### src/rtl/fdc_cmd_pkg.sv
// constants, types and command table for the floppy command sequencer
// assumes a 32-bit avalon-mm register bus and byte-wide command traffic
package fdc_cmd_pkg;
  // register byte addresses
  localparam logic [3:0] OFS_STATUS = 4'h0;
  localparam logic [3:0] OFS_DATA = 4'h4;
  localparam logic [3:0] OFS_CTRL = 4'h8;
  // main status bit positions
  localparam int MSR_RQM = 7;
  localparam int MSR_DIO = 6;
  localparam int MSR_EXEC = 5;
  localparam int MSR_BUSY = 4;
  localparam int MSR_CYLHI = 3;
  // control register fields
  localparam int CTRL_SOFT_RESET = 0;
  localparam int CTRL_CYL_EXT = 16;
  localparam int CTRL_THR_LSB = 8;
  localparam int CTRL_FIFO_ENABLE_BIT = 12;
  localparam int CTRL_LOCK = 13;
  localparam int CTRL_WG = 14;
  // command and parameter byte fields, command codes
  localparam int BIT_MT = 7;
  localparam int BIT_DD = 6;
  localparam int BIT_SK = 5;
  localparam int BIT_LOCK = 7;
  localparam int BIT_HDS = 2;
  localparam logic [4:0] OP_READ_DATA = 5'h06;
  localparam logic [4:0] OP_READ_DELETED = 5'h0C;
  localparam logic [4:0] OP_PERPENDICULAR = 5'h12;
  localparam logic [4:0] OP_CONFIGURE = 5'h13;
  localparam logic [4:0] OP_LOCK = 5'h14;
  localparam int CFG_FIFO_ENABLE_BIT_BIT = 5;
  localparam int PERP_WG_BIT = 0;
  // parameter byte slots
  localparam int P_DRIVE = 1;
  localparam int P_CYL = 2;
  localparam int P_HEAD = 3;
  localparam int P_REC = 4;
  localparam int P_SIZE = 5;
  localparam int P_EOT = 6;
  localparam int P_DTL = 8;
  localparam int P_CFG = 2;
  localparam int P_PRECOMP_START_TRACK = 3;
  // result byte slots
  localparam int R_ST0 = 0;
  localparam int R_ST1 = 1;
  localparam int R_ST2 = 2;
  localparam int R_CYL = 3;
  localparam int R_HEAD = 4;
  localparam int R_REC = 5;
  localparam int R_SIZE = 6;
  // status values
  localparam logic [7:0] ST0_INVALID = 8'h80;
  localparam logic [7:0] ST0_ABNORMAL = 8'h40;
  localparam logic [7:0] ST1_OVERRUN = 8'h10;
  localparam logic [7:0] ST2_CTRL_MARK = 8'h40;
  // reset values of the lockable settings
  localparam logic [3:0] THR_RESET = 4'h0;
  localparam logic [7:0] PRECOMP_START_TRACK_RESET = 8'h00;
  localparam int NUM_COMMANDS = 20;
  localparam int CMD_BYTES_MAX = 9;
  localparam int SEC_BASE_SHIFT = 7;

  typedef enum logic [1:0] {PH_GATHER, PH_EXEC, PH_RESULT} phase_t;

  typedef struct packed {
    logic valid;
    logic [3:0] cmdLen;
    logic [3:0] resLen;
    logic diskRead;
  } cmd_info_t;

  // byte counts per command code, command byte included
  function automatic cmd_info_t cmd_info(input logic [4:0] op);
    cmd_info_t i;
    i = '{valid: 1'b1, cmdLen: 4'h9, resLen: 4'h7, diskRead: 1'b0};
    unique case (op)
      5'h06, 5'h0C: i.diskRead = 1'b1;
      5'h05, 5'h09, 5'h02, 5'h16, 5'h11, 5'h19, 5'h1D: ;
      5'h0A: i.cmdLen = 4'h2;
      5'h0D: i.cmdLen = 4'h6;
      5'h07, 5'h12: i = '{1'b1, 4'h2, 4'h0, 1'b0};
      5'h08: i = '{1'b1, 4'h1, 4'h2, 1'b0};
      5'h03, 5'h0F: i = '{1'b1, 4'h3, 4'h0, 1'b0};
      5'h04: i = '{1'b1, 4'h2, 4'h1, 1'b0};
      5'h13: i = '{1'b1, 4'h4, 4'h0, 1'b0};
      5'h0E: i = '{1'b1, 4'h1, 4'hA, 1'b0};
      5'h10, 5'h14: i = '{1'b1, 4'h1, 4'h1, 1'b0};
      default: i = '{1'b0, 4'h1, 4'h1, 1'b0};
    endcase
    return i;
  endfunction : cmd_info

  // data bytes per sector from the size code
  function automatic logic [15:0] sector_bytes(input logic [2:0] n,
                                               input logic [7:0] data_length_param);
    sector_bytes = (n == 3'h0) ? {8'h00, data_length_param}
                 : 16'(32'd1 << (SEC_BASE_SHIFT + int'(n)));
  endfunction : sector_bytes
endpackage : fdc_cmd_pkg

### src/rtl/fdc_exec_if.sv
// link between the phase engine and the disk read execution unit
// assumes both ends share one clock
`timescale 1ns/10ps
`default_nettype none
interface fdc_exec_if;
  logic start;
  logic wantDeleted;
  logic skip;
  logic [2:0] sizeCode;
  logic [7:0] data_length_param;
  logic [7:0] firstRec;
  logic [7:0] lastRec;
  logic [7:0] endRec;
  logic done;
  logic overrun;
  logic ctrlMark;
  logic [7:0] hostByte;
  logic hostFull;
  logic hostTake;
  modport engine (output start, wantDeleted, skip, sizeCode, data_length_param, firstRec,
    lastRec, hostTake, input endRec, done, overrun, ctrlMark, hostByte,
    hostFull);
  modport exec (input start, wantDeleted, skip, sizeCode, data_length_param, firstRec,
    lastRec, hostTake, output endRec, done, overrun, ctrlMark, hostByte,
    hostFull);
endinterface : fdc_exec_if
`default_nettype wire

### src/rtl/fdc_byte_store.sv
// indexed byte array holding the command bytes of one command
// assumes writes arrive one byte per cycle at most
`timescale 1ns/10ps
`default_nettype none
module fdc_byte_store #(
  parameter int DEPTH = 9
) (
  input wire logic core_clk,
  input wire logic rstn,
  input wire logic we,
  input wire logic [3:0] waddr,
  input wire logic [7:0] wdata,
  output logic [DEPTH-1:0][7:0] bytes
);
  // flip-flop storage, cleared only by hard reset, so bytes of an earlier command stay in slots a shorter command does not write
  always_ff @(posedge core_clk)
  begin
    if (!rstn)
      bytes <= '0;
    else if (we && int'(waddr) < DEPTH)
      bytes[waddr] <= wdata;
  end
endmodule : fdc_byte_store
`default_nettype wire

### src/rtl/fdc_read_exec.sv
// execution unit for the two read commands: walks sectors, hands bytes on
// assumes the drive side gives secStart pulses then byte-valid strobes
`timescale 1ns/10ps
`default_nettype none
module fdc_read_exec (
  input wire logic core_clk,
  input wire logic rstn,
  fdc_exec_if.exec ex,
  input wire logic secStart,
  input wire logic secDeleted,
  input wire logic [7:0] diskByte,
  input wire logic diskValid,
  output logic diskReadActive
);
  typedef enum logic [1:0] {X_IDLE, X_WAIT, X_XFER, X_DRAIN} xstate_t;
  xstate_t state;
  logic [15:0] cnt;
  logic passSec;
  logic markSec;

  wire logic [15:0] secLen = fdc_cmd_pkg::sector_bytes(ex.sizeCode, ex.data_length_param);
  wire logic lastByte = diskValid && (cnt == secLen - 16'h0001);
  wire logic overrunNow = diskValid && passSec && ex.hostFull
                          && !ex.hostTake;
  assign diskReadActive = (state == X_WAIT) || (state == X_XFER);
  assign ex.done = (state == X_DRAIN) && !ex.hostFull;

  // sector walk; an overrun ends the transfer at once
  always_ff @(posedge core_clk)
  begin
    if (!rstn)
    begin
      state <= X_IDLE;
      cnt <= '0;
      passSec <= 1'b0;
      markSec <= 1'b0;
      ex.endRec <= '0;
      ex.overrun <= 1'b0;
      ex.ctrlMark <= 1'b0;
    end
    else
    begin
      unique case (state)
        X_IDLE:
          if (ex.start)
          begin
            state <= X_WAIT;
            ex.endRec <= ex.firstRec;
            ex.overrun <= 1'b0;
            ex.ctrlMark <= 1'b0;
          end
        X_WAIT:
          if (secStart)
          begin
            state <= X_XFER;
            cnt <= '0;
            markSec <= secDeleted != ex.wantDeleted;
            passSec <= (secDeleted == ex.wantDeleted) || !ex.skip;
          end
        X_XFER:
          if (overrunNow)
          begin
            ex.overrun <= 1'b1;
            state <= X_DRAIN;
          end
          else if (lastByte)
          begin
            cnt <= '0;
            if (markSec && passSec)
            begin
              ex.ctrlMark <= 1'b1;
              state <= X_DRAIN;
            end
            else if (ex.endRec == ex.lastRec)
              state <= X_DRAIN;
            else
            begin
              ex.endRec <= ex.endRec + 8'h01;
              state <= X_WAIT;
            end
          end
          else if (diskValid)
            cnt <= cnt + 16'h0001;
        X_DRAIN:
          if (!ex.hostFull)
            state <= X_IDLE;
      endcase
    end
  end

  // one-byte holding stage toward the host; a new byte wins over a take
  always_ff @(posedge core_clk)
  begin
    if (!rstn || ex.start)
    begin
      ex.hostFull <= 1'b0;
      ex.hostByte <= '0;
    end
    else if (state == X_XFER && diskValid && passSec && !overrunNow)
    begin
      ex.hostFull <= 1'b1;
      ex.hostByte <= diskByte;
    end
    else if (ex.hostTake)
      ex.hostFull <= 1'b0;
  end
endmodule : fdc_read_exec
`default_nettype wire

### src/rtl/floppy_cmd_phase_engine.sv
// floppy controller command sequencer: command, execution, result phases
// assumes an avalon-mm master with waitrequest and a drive-side byte stream
`timescale 1ns/10ps
`default_nettype none
// What this block does
// - twenty-one command codes are recognised from the first byte written.
// - each valid command runs gather, then execute, then result phase if it has result bytes; an invalid code goes from gather to result.
// - execution runs the reads, configure, lock and perpendicular with the gathered parameters; other codes end at once.
// - after execution, status and housekeeping bytes wait for host reads.
// - read command byte holds multitrack, density and skip in bits 7..5.
// - second byte holds head select bit 2 and drive select bits 1..0.
// - read commands take nine bytes, code through data length.
// - read results are three status bytes then cylinder, head, record, size.
// - with skip set, sectors of the other mark kind are skipped.
// - cylinder values run from 0 up to 511.
// - size code fixes the data bytes per sector; code 0 takes the data length byte instead.
// - with lock on, fifo and precompensation settings survive soft reset.
// - a stored start track selects where precompensation begins.
// - write gate setting changes write enable timing toward the drive.
// - request and direction status bits pace every byte transfer.
// - entering execution flushes the data fifo.
// - overrun ends the command; host drains data before results.
module floppy_cmd_phase_engine (
  input wire logic core_clk,
  input wire logic rstn,
  input wire logic [3:0] address,
  input wire logic read,
  input wire logic write,
  input wire logic [31:0] writedata,
  output logic [31:0] readdata,
  output logic waitrequest,
  input wire logic secStart,
  input wire logic secDeleted,
  input wire logic [7:0] diskByte,
  input wire logic diskValid,
  input wire logic writeGateReq,
  output logic diskReadActive,
  output logic writeEnable,
  output logic precompEnable,
  output logic fifoFlush,
  output logic fifoEnable,
  output logic [3:0] fifoThreshold,
  output logic [1:0] driveSelect,
  output logic headSelect
);
  fdc_cmd_pkg::phase_t phase;
  fdc_cmd_pkg::cmd_info_t info;
  logic served;
  logic [3:0] cmdIdx;
  logic [3:0] resIdx;
  logic [3:0] resLen;
  logic [7:0] cmdCode;
  logic [7:0] st0;
  logic [7:0] st1;
  logic [7:0] st2;
  logic [8:0] cylinder;
  logic [7:0] headNum;
  logic [7:0] record;
  logic [7:0] sizeCode;
  logic cylExt;
  logic lockOn;
  logic [7:0] precompTrack;
  logic writeGateTiming;
  logic weDelayed;
  logic execWait;
  logic [fdc_cmd_pkg::CMD_BYTES_MAX-1:0][7:0] cmdBytes;

  fdc_exec_if ex ();

  // bus decode: one wait cycle, then the access completes
  wire logic req = read || write;
  wire logic acc = req && served;
  wire logic selData = address == fdc_cmd_pkg::OFS_DATA;
  wire logic selCtrl = address == fdc_cmd_pkg::OFS_CTRL;
  wire logic selStat = address == fdc_cmd_pkg::OFS_STATUS;
  wire logic [7:0] wByte = writedata[7:0];
  wire logic request_for_master = (phase == fdc_cmd_pkg::PH_GATHER)
                || (phase == fdc_cmd_pkg::PH_RESULT)
                || (phase == fdc_cmd_pkg::PH_EXEC && ex.hostFull);
  wire logic transfer_direction_bit = phase != fdc_cmd_pkg::PH_GATHER;
  wire logic hostWr = acc && write && selData && request_for_master && !transfer_direction_bit;
  wire logic hostRd = acc && read && selData && request_for_master && transfer_direction_bit;
  wire logic softRst = acc && write && selCtrl
                       && writedata[fdc_cmd_pkg::CTRL_SOFT_RESET];
  wire logic ctrlWr = acc && write && selCtrl;
  wire fdc_cmd_pkg::cmd_info_t newInfo = fdc_cmd_pkg::cmd_info(wByte[4:0]);
  wire logic firstByte = hostWr && cmdIdx == 4'h0;
  wire logic lastParam = hostWr && (firstByte ? newInfo.cmdLen == 4'h1
                                              : cmdIdx + 4'h1 == info.cmdLen);
  wire logic badCode = firstByte && !newInfo.valid;
  wire logic enterExec = lastParam && !badCode;
  wire logic lastRes = hostRd && phase == fdc_cmd_pkg::PH_RESULT
                       && resIdx + 4'h1 >= resLen;
  wire logic [4:0] op = cmdCode[4:0];
  wire logic isRead = op == fdc_cmd_pkg::OP_READ_DATA
                   || op == fdc_cmd_pkg::OP_READ_DELETED;
  assign waitrequest = req && !served;

  // hand-off to the read unit; bytes come straight from the store
  assign ex.start = execWait && isRead;
  assign ex.wantDeleted = op == fdc_cmd_pkg::OP_READ_DELETED;
  assign ex.skip = cmdCode[fdc_cmd_pkg::BIT_SK];
  assign ex.sizeCode = cmdBytes[fdc_cmd_pkg::P_SIZE][2:0];
  assign ex.data_length_param = cmdBytes[fdc_cmd_pkg::P_DTL];
  assign ex.firstRec = cmdBytes[fdc_cmd_pkg::P_REC];
  assign ex.lastRec = cmdBytes[fdc_cmd_pkg::P_EOT];
  assign ex.hostTake = hostRd && phase == fdc_cmd_pkg::PH_EXEC;

  fdc_byte_store #(.DEPTH(fdc_cmd_pkg::CMD_BYTES_MAX)) u_store (
    .core_clk(core_clk),
    .rstn(rstn),
    .we(hostWr),
    .waddr(cmdIdx),
    .wdata(wByte),
    .bytes(cmdBytes)
  );

  fdc_read_exec u_exec (
    .core_clk(core_clk),
    .rstn(rstn && !softRst),
    .ex(ex),
    .secStart(secStart),
    .secDeleted(secDeleted),
    .diskByte(diskByte),
    .diskValid(diskValid),
    .diskReadActive(diskReadActive)
  );

  // result byte selection by index
  logic [7:0] resByte;
  always_comb
  begin
    unique case (int'(resIdx))
      fdc_cmd_pkg::R_ST0: resByte = st0;
      fdc_cmd_pkg::R_ST1: resByte = st1;
      fdc_cmd_pkg::R_ST2: resByte = st2;
      fdc_cmd_pkg::R_CYL: resByte = cylinder[7:0];
      fdc_cmd_pkg::R_HEAD: resByte = headNum;
      fdc_cmd_pkg::R_REC: resByte = record;
      fdc_cmd_pkg::R_SIZE: resByte = sizeCode;
      default: resByte = '0;
    endcase
  end

  // status and control words seen by software
  wire logic [31:0] statWord = 32'({request_for_master, transfer_direction_bit, phase == fdc_cmd_pkg::PH_EXEC,
                     phase != fdc_cmd_pkg::PH_GATHER, cylinder[8], 3'b000});
  wire logic [31:0] ctrlWord = (32'(cylExt) << fdc_cmd_pkg::CTRL_CYL_EXT)
    | (32'(writeGateTiming) << fdc_cmd_pkg::CTRL_WG)
    | (32'(lockOn) << fdc_cmd_pkg::CTRL_LOCK)
    | (32'(fifoEnable) << fdc_cmd_pkg::CTRL_FIFO_ENABLE_BIT)
    | (32'(fifoThreshold) << fdc_cmd_pkg::CTRL_THR_LSB)
    | 32'(precompTrack);
  wire logic [7:0] dataByte = (phase == fdc_cmd_pkg::PH_EXEC) ? ex.hostByte
                                                              : resByte;
  wire logic [31:0] next_readdata = selStat ? statWord
                                  : selCtrl ? ctrlWord
                                  : selData ? {24'h00_0000, dataByte}
                                  : 32'h0000_0000;

  // bus answer: unmapped reads give zero, unmapped writes vanish
  always_ff @(posedge core_clk)
  begin
    if (!rstn)
    begin
      served <= 1'b0;
      readdata <= '0;
    end
    else
    begin
      served <= req && !served;
      if (req && !served)
        readdata <= next_readdata;
    end
  end

  // phase sequencer
  always_ff @(posedge core_clk)
  begin
    if (!rstn || softRst)
    begin
      phase <= fdc_cmd_pkg::PH_GATHER;
      info <= '0;
      cmdCode <= '0;
      cmdIdx <= '0;
      resIdx <= '0;
      resLen <= '0;
      execWait <= 1'b0;
      fifoFlush <= 1'b0;
    end
    else
    begin
      fifoFlush <= enterExec;
      execWait <= enterExec;
      unique case (phase)
        fdc_cmd_pkg::PH_GATHER:
          if (hostWr)
          begin
            cmdIdx <= cmdIdx + 4'h1;
            if (firstByte)
            begin
              cmdCode <= wByte;
              info <= newInfo;
            end
            if (badCode)
            begin
              phase <= fdc_cmd_pkg::PH_RESULT;
              resLen <= 4'h1;
              resIdx <= '0;
            end
            else if (lastParam)
              phase <= fdc_cmd_pkg::PH_EXEC;
          end
        fdc_cmd_pkg::PH_EXEC:
          if (!execWait && (!isRead || ex.done))
          begin
            cmdIdx <= '0;
            resIdx <= '0;
            resLen <= info.resLen;
            phase <= (info.resLen == 4'h0) ? fdc_cmd_pkg::PH_GATHER
                                            : fdc_cmd_pkg::PH_RESULT;
          end
        fdc_cmd_pkg::PH_RESULT:
          if (hostRd)
          begin
            resIdx <= resIdx + 4'h1;
            if (lastRes)
            begin
              phase <= fdc_cmd_pkg::PH_GATHER;
              cmdIdx <= '0;
            end
          end
      endcase
    end
  end

  // result contents, loaded when execution starts; a read updates record and status at its end
  always_ff @(posedge core_clk)
  begin
    if (!rstn || softRst)
    begin
      st0 <= '0;
      st1 <= '0;
      st2 <= '0;
      cylinder <= '0;
      headNum <= '0;
      record <= '0;
      sizeCode <= '0;
      driveSelect <= '0;
      headSelect <= 1'b0;
    end
    else if (badCode)
      st0 <= fdc_cmd_pkg::ST0_INVALID;
    else if (execWait)
    begin
      cylinder <= {cylExt, cmdBytes[fdc_cmd_pkg::P_CYL]};
      headNum <= cmdBytes[fdc_cmd_pkg::P_HEAD];
      record <= cmdBytes[fdc_cmd_pkg::P_REC];
      sizeCode <= cmdBytes[fdc_cmd_pkg::P_SIZE];
      driveSelect <= cmdBytes[fdc_cmd_pkg::P_DRIVE][1:0];
      headSelect <= cmdBytes[fdc_cmd_pkg::P_DRIVE][fdc_cmd_pkg::BIT_HDS];
      st0 <= {5'b00000, cmdBytes[fdc_cmd_pkg::P_DRIVE][2:0]};
      st1 <= '0;
      st2 <= '0;
      if (op == fdc_cmd_pkg::OP_LOCK)
        st0 <= {3'b000, cmdCode[fdc_cmd_pkg::BIT_LOCK], 4'h0};
    end
    else if (phase == fdc_cmd_pkg::PH_EXEC && isRead && ex.done)
    begin
      record <= ex.endRec;
      if (ex.overrun)
      begin
        st0 <= st0 | fdc_cmd_pkg::ST0_ABNORMAL;
        st1 <= fdc_cmd_pkg::ST1_OVERRUN;
      end
      if (ex.ctrlMark)
        st2 <= fdc_cmd_pkg::ST2_CTRL_MARK;
    end
  end

  // lockable settings; the lock itself is cleared only by hard reset or a lock command with bit 7 low
  wire logic cfgCmd = execWait && op == fdc_cmd_pkg::OP_CONFIGURE;
  always_ff @(posedge core_clk)
  begin
    if (!rstn || (softRst && !lockOn))
    begin
      fifoEnable <= 1'b0;
      fifoThreshold <= fdc_cmd_pkg::THR_RESET;
      precompTrack <= fdc_cmd_pkg::PRECOMP_START_TRACK_RESET;
    end
    else if (cfgCmd)
    begin
      fifoEnable <= cmdBytes[fdc_cmd_pkg::P_CFG][fdc_cmd_pkg::CFG_FIFO_ENABLE_BIT_BIT];
      fifoThreshold <= cmdBytes[fdc_cmd_pkg::P_CFG][3:0];
      precompTrack <= cmdBytes[fdc_cmd_pkg::P_PRECOMP_START_TRACK];
    end
  end

  // lock, write gate and cylinder extension settings
  always_ff @(posedge core_clk)
  begin
    if (!rstn)
    begin
      lockOn <= 1'b0;
      writeGateTiming <= 1'b0;
      cylExt <= 1'b0;
      weDelayed <= 1'b0;
    end
    else
    begin
      weDelayed <= writeGateReq;
      if (ctrlWr)
        cylExt <= writedata[fdc_cmd_pkg::CTRL_CYL_EXT];
      if (execWait && op == fdc_cmd_pkg::OP_LOCK)
        lockOn <= cmdCode[fdc_cmd_pkg::BIT_LOCK];
      if (execWait && op == fdc_cmd_pkg::OP_PERPENDICULAR)
        writeGateTiming <= cmdBytes[fdc_cmd_pkg::P_DRIVE]
                                   [fdc_cmd_pkg::PERP_WG_BIT];
    end
  end

  // write gate setting holds write enable back by one cycle
  assign writeEnable = writeGateTiming ? (writeGateReq && weDelayed)
                                       : writeGateReq;
  // precompensation from the start track outward
  assign precompEnable = cylinder >= {1'b0, precompTrack};
endmodule : floppy_cmd_phase_engine
`default_nettype wire

### config.mk
export PLATFORM = sky130hd
export DESIGN_NAME = floppy_cmd_phase_engine
export DESIGN_NICKNAME = d
export VERILOG_FILES = /design/src/rtl/fdc_cmd_pkg.sv /design/src/rtl/fdc_exec_if.sv /design/src/rtl/fdc_byte_store.sv /design/src/rtl/fdc_read_exec.sv /design/src/rtl/floppy_cmd_phase_engine.sv
export SDC_FILE = /design/constraint.sdc
export NUM_CORES = 1
export LEC_CHECK = 0
export ABC_CLOCK_PERIOD_IN_PS = 4800
export BUFFER_PORTS_ARGS = -buffer_cell sky130_fd_sc_hd__buf_2
export CAP_MARGIN = 0
export CORE_MARGIN = 8
export CORE_UTILIZATION = 45
export DETAILED_ROUTE_END_ITERATION = 12
export GPL_TIMING_DRIVEN = 0
export PLACE_DENSITY_LB_ADDON = 0.12
export SLEW_MARGIN = 20
export SYNTH_ARGS = -nofsm -noshare
export SYNTH_HDL_FRONTEND = slang
export SYNTH_SLANG_ARGS = --single-unit
### constraint.sdc
create_clock -name core_clk -period 4.8 [get_ports core_clk]
set_clock_uncertainty 0.1 [all_clocks]
set_input_delay 0 -clock core_clk [delete_from_list [all_inputs] [get_ports core_clk]]
set_output_delay 0 -clock core_clk [all_outputs]
set_load 0.05 [all_outputs]
Word-level counts from Yosys, hierarchy flattened

Index checks and enable logic that the tools add are counted.

Flip-flop bits (word level): 252
Logic and storage cells: 306
Input port bits: 52

Multiplexer cells: 76
Reductions and logical operators: 104
Shift-type cells: 1
Order comparisons: 5
Bitwise logic cells: 6
Equality and inequality tests: 62
Add/sub/neg operators: 6

Operators with widths:

| operator                                                               | number |
|---|---|
| 8-bit 2-to-1 mux                                                       | 18 |
| 16-bit 2-to-1 mux                                                      | 5 |
| 72-bit bitwise mux                                                     | 1 |
| 8-bit case mux with 7 select lines                                     | 1 |
| 5-bit equality test (second input constant)                            | 11 |
| 1-bit logical AND                                                      | 41 |
| 5-bit by 4-bit equality test with 1-bit output (second input constant) | 8 |
| 4-bit 2-to-1 mux                                                       | 10 |
| 17-bit 2-to-1 mux                                                      | 2 |
| 8-bit demux with 4-bit select                                          | 1 |
| 16-bit case mux with 2 select lines                                    | 1 |
| 1-bit by 32-bit << shifter with 16-bit output (first input constant)   | 1 |
| 2-bit 2-to-1 mux                                                       | 14 |
| 5-bit by 3-bit equality test with 1-bit output (second input constant) | 5 |
| 4-bit case mux with 3 select lines                                     | 2 |
| 21-bit OR reduction                                                    | 1 |
| 2-bit inequality test (second input constant)                          | 10 |
| 4-bit case mux with 5 select lines                                     | 1 |
| 4-bit AND reduction                                                    | 5 |
| 2-bit nonzero test                                                     | 9 |
| 17-bit by 12-bit OR with 17-bit output                                 | 1 |
| 17-bit by 13-bit OR with 17-bit output                                 | 1 |
| 17-bit by 14-bit OR with 17-bit output                                 | 1 |
| 17-bit by 15-bit OR with 17-bit output                                 | 1 |
| 51 further kinds                                                       | 109 |

Longest topological paths before layout

Depth after elaboration: 13
Gate-level depth with buffers: 14
Depth with buffers taken out: 11

Hierarchy

A second synthesis with hierarchy kept.

Cell total of the unflattened synthesis: 1342
Area total of the unflattened synthesis: 11561.1 um2

By module, submodules not included:

| module                  | instances | seq. area each (um2) | area each (um2) | cells an instance |
|---|---|---|---|---|
| floppy_cmd_phase_engine | 1         | 2162.1               | 5703.0          | 696 |
| fdc_read_exec           | 1         | 780.7                | 3215.6          | 394 |
| fdc_byte_store          | 1         | 1441.4               | 2642.5          | 252 |

Worst setup path after synthesis

OpenSTA, ideal clock, no wires.

Path type: register to register
Start: register u_store.bytes[41] (netlist bit)
End: register u_exec.ex.endRec[3]
Path buffers: 3
Stages on the path, launching flop included: 15
Library setup time: 0.131 ns
Clock period less this slack: 3.313 ns
Data required time: 4.569 ns
Slack: 1.487 ns
Arrival: 3.082 ns
Path through: dfxtp_1 > clkbuf_1 > nor3_2 > nand2_1 > ha_1 > buf_2 > mux2_2 > a211oi_1 > nand2_1 > a32oi_2 > nand4_2 > or4_1 > buf_2 > o2111ai_1 > o31ai_1

Word-level cells in the longest chain between the ends: 8

RTL lines:

| item                                                           | RTL line             | source |
|---|---|---|
| start: declaration                                             | fdc_byte_store.sv:13 | `output logic [DEPTH-1:0][7:0] bytes` |
| start signal: indexed assignment                               | fdc_byte_store.sv:21 | `bytes[waddr] <= wdata;` |
| 3-bit by 3-bit adder with 4-bit output                         | fdc_cmd_pkg.sv:98    | `: 16'(32'd1 << (SEC_BASE_SHIFT + int'(n)));` |
| 1-bit by 32-bit << shifter with 16-bit output                  | fdc_cmd_pkg.sv:98    |  |
| 16-bit 2-to-1 mux (*)                                          | fdc_cmd_pkg.sv:97    | `sector_bytes = (n == 3'h0) ? {8'h00, data_length_param}` |
| 16-bit by 1-bit subtractor with 16-bit output (*)              | fdc_read_exec.sv:22  | `wire logic lastByte = diskValid && (cnt == secLen - 16'h0001);` |
| 16-bit equality test (*)                                       | fdc_read_exec.sv:22  |  |
| 1-bit logical AND (*)                                          | fdc_read_exec.sv:22  |  |
| 2-bit by 1-bit inequality test with 1-bit output (no line) (*) | n/a                  |  |
| 6-bit AND reduction (no line) (*)                              | n/a                  |  |
| end signal: assignment                                         | fdc_read_exec.sv:48  | `ex.endRec <= ex.firstRec;` |
| end signal: assignment                                         | fdc_read_exec.sv:78  | `ex.endRec <= ex.endRec + 8'h01;` |
| end: declaration                                               | fdc_exec_if.sv:24    | `lastRec, hostTake, output endRec, done, overrun, ctrlMark, hostByte,` |

Every way passes the cells marked *; elsewhere a longest branch is shown, timed or not.
A chain may end at the register's enable or synchronous reset.

Worst setup path after layout

Start: register u_store.bytes[41] (netlist bit)
End: register u_exec.ex.endRec[4]

The elaborated chain is that of the path after synthesis.

==> impl_results.md <==
* Status: finished, final reports clean
* Crit Reg-Reg Endpoint: u_exec.ex.endRec[4]
* Post-synth EDFFs at 0
* CP Depth at 14
* Worst hold stages at 5
* Reg2Reg Depth at 14
* Area grow syn2layout at 14.8%
* Share of layout cells above drive strength 1 at 0.0953
* Largest fanout on the critical path at 10
* Boundary pin count at just under 100
* Critical-path cell list: clkbuf_1 -> nor3_2 -> nand2_1 -> ha_1 -> buf_2 -> clkbuf_1 -> a311oi_1 -> o21ai_0 -> a32oi_2 -> nand4_2 -> or4_1 -> buf_2 -> o2111ai_1 -> o31ai_1
* Top-count cell post-synth: dfxtp_1
* Clk buf depth at 2
* Largest net degree at the start of global routing at 22
* Layout Nets at 1454
* Post-Route WL at about 31000 um
* Highest Clock Rate at between 0.2 and 0.3 GHz
* Worst slew pin tran at 0.967 ns
* Post-synth top cells: dfxtp_1 (198), nand2_1 (186), a21oi_1 (152)
* Setup repair bufs after CTS at 0
* Path type of the worst setup path: flop to flop
* Gates resized, CTS repair at 0
* Vias at 9400
* Design Area, Final at 11500 um2
* Element type at the critical path start: flop
* Final min period at 3.95 ns
* DP Area at between 10000 and 15000 um2
* HPWL after DPL at 23200 um
* H-tree lvl count at 4
* Pwr Density at 296 nW/um2
* Avg Synthesized Cell Area at 7.96 um2
* Hold Path Origin: diskValid
* TritonCTS sink count at 198
* Hold EP: u_exec.cnt[1]
* Worst hold slack at 0.0402 ns
* Rows at 54
* Maximum single-stage delay on the critical path at between 0.5 and 0.6 ns
* Die ar. at 27400 um2
* Maximum vdd drop at 0.209 mV
* Worst-path clk slew at approximately 0.080 ns
* Final hold vios at 0
* Unique masters post-synth at 75
* Critical path buffers and inverters at 4
* CP startpoint: u_store.bytes[41]
* DRC Markers at 0
* Pre-antenna DRT Iters at 9
* Final WS setup at about 0.85 ns
* Number of synthesized register bits at just under 200
* Dominant cell type by area after synthesis: dfxtp_1
* PortBufs at 53
* Overflow after GRT at 0
* Root Buffer: clkbuf_16
* Post-place setup slack at between 0.9 and 1 ns
* Most area-consuming cells after synthesis: dfxtp_1 (39%), a21oi_1 (7.6%), nand2_1 (6.9%), mux2i_1 (4.9%), nor2_1 (4.8%)
* Diodes inserted at 0
* Die width at 166 um
* Total track usage at 0.228
* Starting density of the core at 0.460
* Period Utilization, post-route at 0.823
* Initial antenna violation count at 0
* Synth warn at 0
* Asr flop ratio synth at 0
* RePlAce Congestion at 0.909
* Synth top area share at 0.394
* Setup TNS at 0 ns
* RSZ-0062 raised after global routing: no
* Max Cap Viol at 0
* Global-route wire length before repair at between 40000 and 50000 um
* Drt initial violations at just over 900
* Pleak at 0.00426 uW
* Final Setup Violations at 0
* Worst Path Arrival at 4.16 ns
* Cells after Synth at 1264
* CP Capture Type: flop
* TritonCTS buffer count at 17
* Post-CTS Hold Buffers at 21
* Vias in the first global route at between 8000 and 9000
* Vias/cell at 5.65
* Reg-to-reg startpoint: u_store.bytes[41]
* CTS tree: built
* Slew Limit Fails at 0
* Core ar. at about 22000 um2
* CP Data Required Time at between 5 and 6 ns
* Family with the most delay on the worst path: simple AND/OR/NAND/NOR gates
* Die Y at about 170 um
* Post-synthesis sequential area ratio at 0.394
* Worst slew margin at 0.351
* Reg2Reg Setup Slack at 0.85 ns
* Slowest-stage cell, CP: nor3_2
* Latest clock arrival within the worst-skew pair at 0.44 ns
* Total power at ~3400 uW
* DR WL/cell at between 15 and 20 um
* Worst hold-check path type: input port to flop
* Synthesized area at 10100 um2
* ANT nets after route at 0
* Synth Flop Type: dfxtp_1
-- per-layer routing --
metal  global-route usage  wire length, um  part of all wire  up-vias
met3               0.0389             2010             0.064       38
met5                    0                0                 0        -
li1                     -                -                 -     4630
met1                0.313            14200              0.45     4425
met2                0.360            14500              0.46      307
met4               0.0678              613             0.020        0
-- layout make-up --
type | count | area, um2
Fill cell | 2196 | 10300
Buffer | 106 | 492
Inverter | 29 | 109
Sequential cell | 198 | 3960
Timing Repair Buffer | 74 | 475
Clock buffer | 17 | 425
Multi-Input combinational cell | 946 | 5560
Clock inverter | 15 | 173
Tap cell | 280 | 350
-- worst reg2reg max path: stages (launching register included) --
cell       delay, ns
dfxtp_1         0.31
clkbuf_1        0.21
nor3_2          0.52
nand2_1         0.12
ha_1            0.21
buf_2           0.18
clkbuf_1        0.25
a311oi_1        0.32
o21ai_0         0.15
a32oi_2         0.26
nand4_2         0.18
or4_1           0.52
buf_2           0.19
o2111ai_1       0.22
o31ai_1         0.09
-- stage by stage --
stage               utilization  cells
floorplan                     -   1279
CTS                       0.527   1665
finish                    0.527   1665
global route              0.527   1665
global placement          0.490   1612
detailed placement        0.490   1612
-- cells by family (layout without fill, tap and decap cells) --
family / count (synthesis) / after routing / share of synthesized area
buf+inv: 135 / 241 / 0.0597
mux: 50 / 50 / 0.0499
fa+ha+maj: 30 / 30 / 0.0373
simple gates: 519 / 519 / 0.240
compound gates: 287 / 287 / 0.179
xor+xnor: 44 / 44 / 0.0398
flops: 198 / 198 / 0.394
other cells: 1 / 16 / 0.000373
-- sequential cells by signal (all words and copies together) (netlist names), 4 cells and up --
signal              flops
u_store.bytes          51
readdata               16
u_exec.cnt             16
cylinder                9
headNum                 8
info                    8
precompTrack            8
record                  8
sizeCode                8
u_exec.ex.endRec        8
u_exec.ex.hostByte      8
cmdCode                 7
st0                     6
cmdIdx                  4
fifoThreshold           4
resIdx                  4
resLen                  4
-- worst max path at each step --
stage          slack [ns]                  end
3_5_place_dp         0.91       u_exec.cnt[14]
2_1_floorplan        1.49  u_exec.ex.endRec[3]
6_report             0.85  u_exec.ex.endRec[4]
4_1_cts              0.87       u_exec.cnt[14]
3_3_place_gp         0.92       u_exec.cnt[14]
5_1_grt              0.51        u_exec.cnt[7]
-- placed cells by master, fill, tap and decap left out, types with 13 or more instances in the layout --
master / netlist / routed
a21oi_1: 152 / 152
buf_2: 9 / 62
buf_4: 20 / 20
clkbuf_1: 71 / 71
clkbuf_16: 0 / 17
conb_1: 1 / 16
dfxtp_1: 198 / 198
dlygate4sd3_1: 0 / 21
ha_1: 30 / 30
inv_1: 27 / 27
mux2i_1: 49 / 49
nand2_1: 186 / 186
nand2b_1: 18 / 18
nand3_1: 78 / 78
nor2_1: 128 / 128
nor3_1: 36 / 36
o21ai_0: 19 / 19
xnor2_1: 13 / 13
xor2_1: 30 / 30
-- where the power goes --
group	internal, uW	switching, uW
logic	82.6	213
registers	1650	12.4
clock network	708	744
No activity file was read; power rests on OpenSTA's default activity.
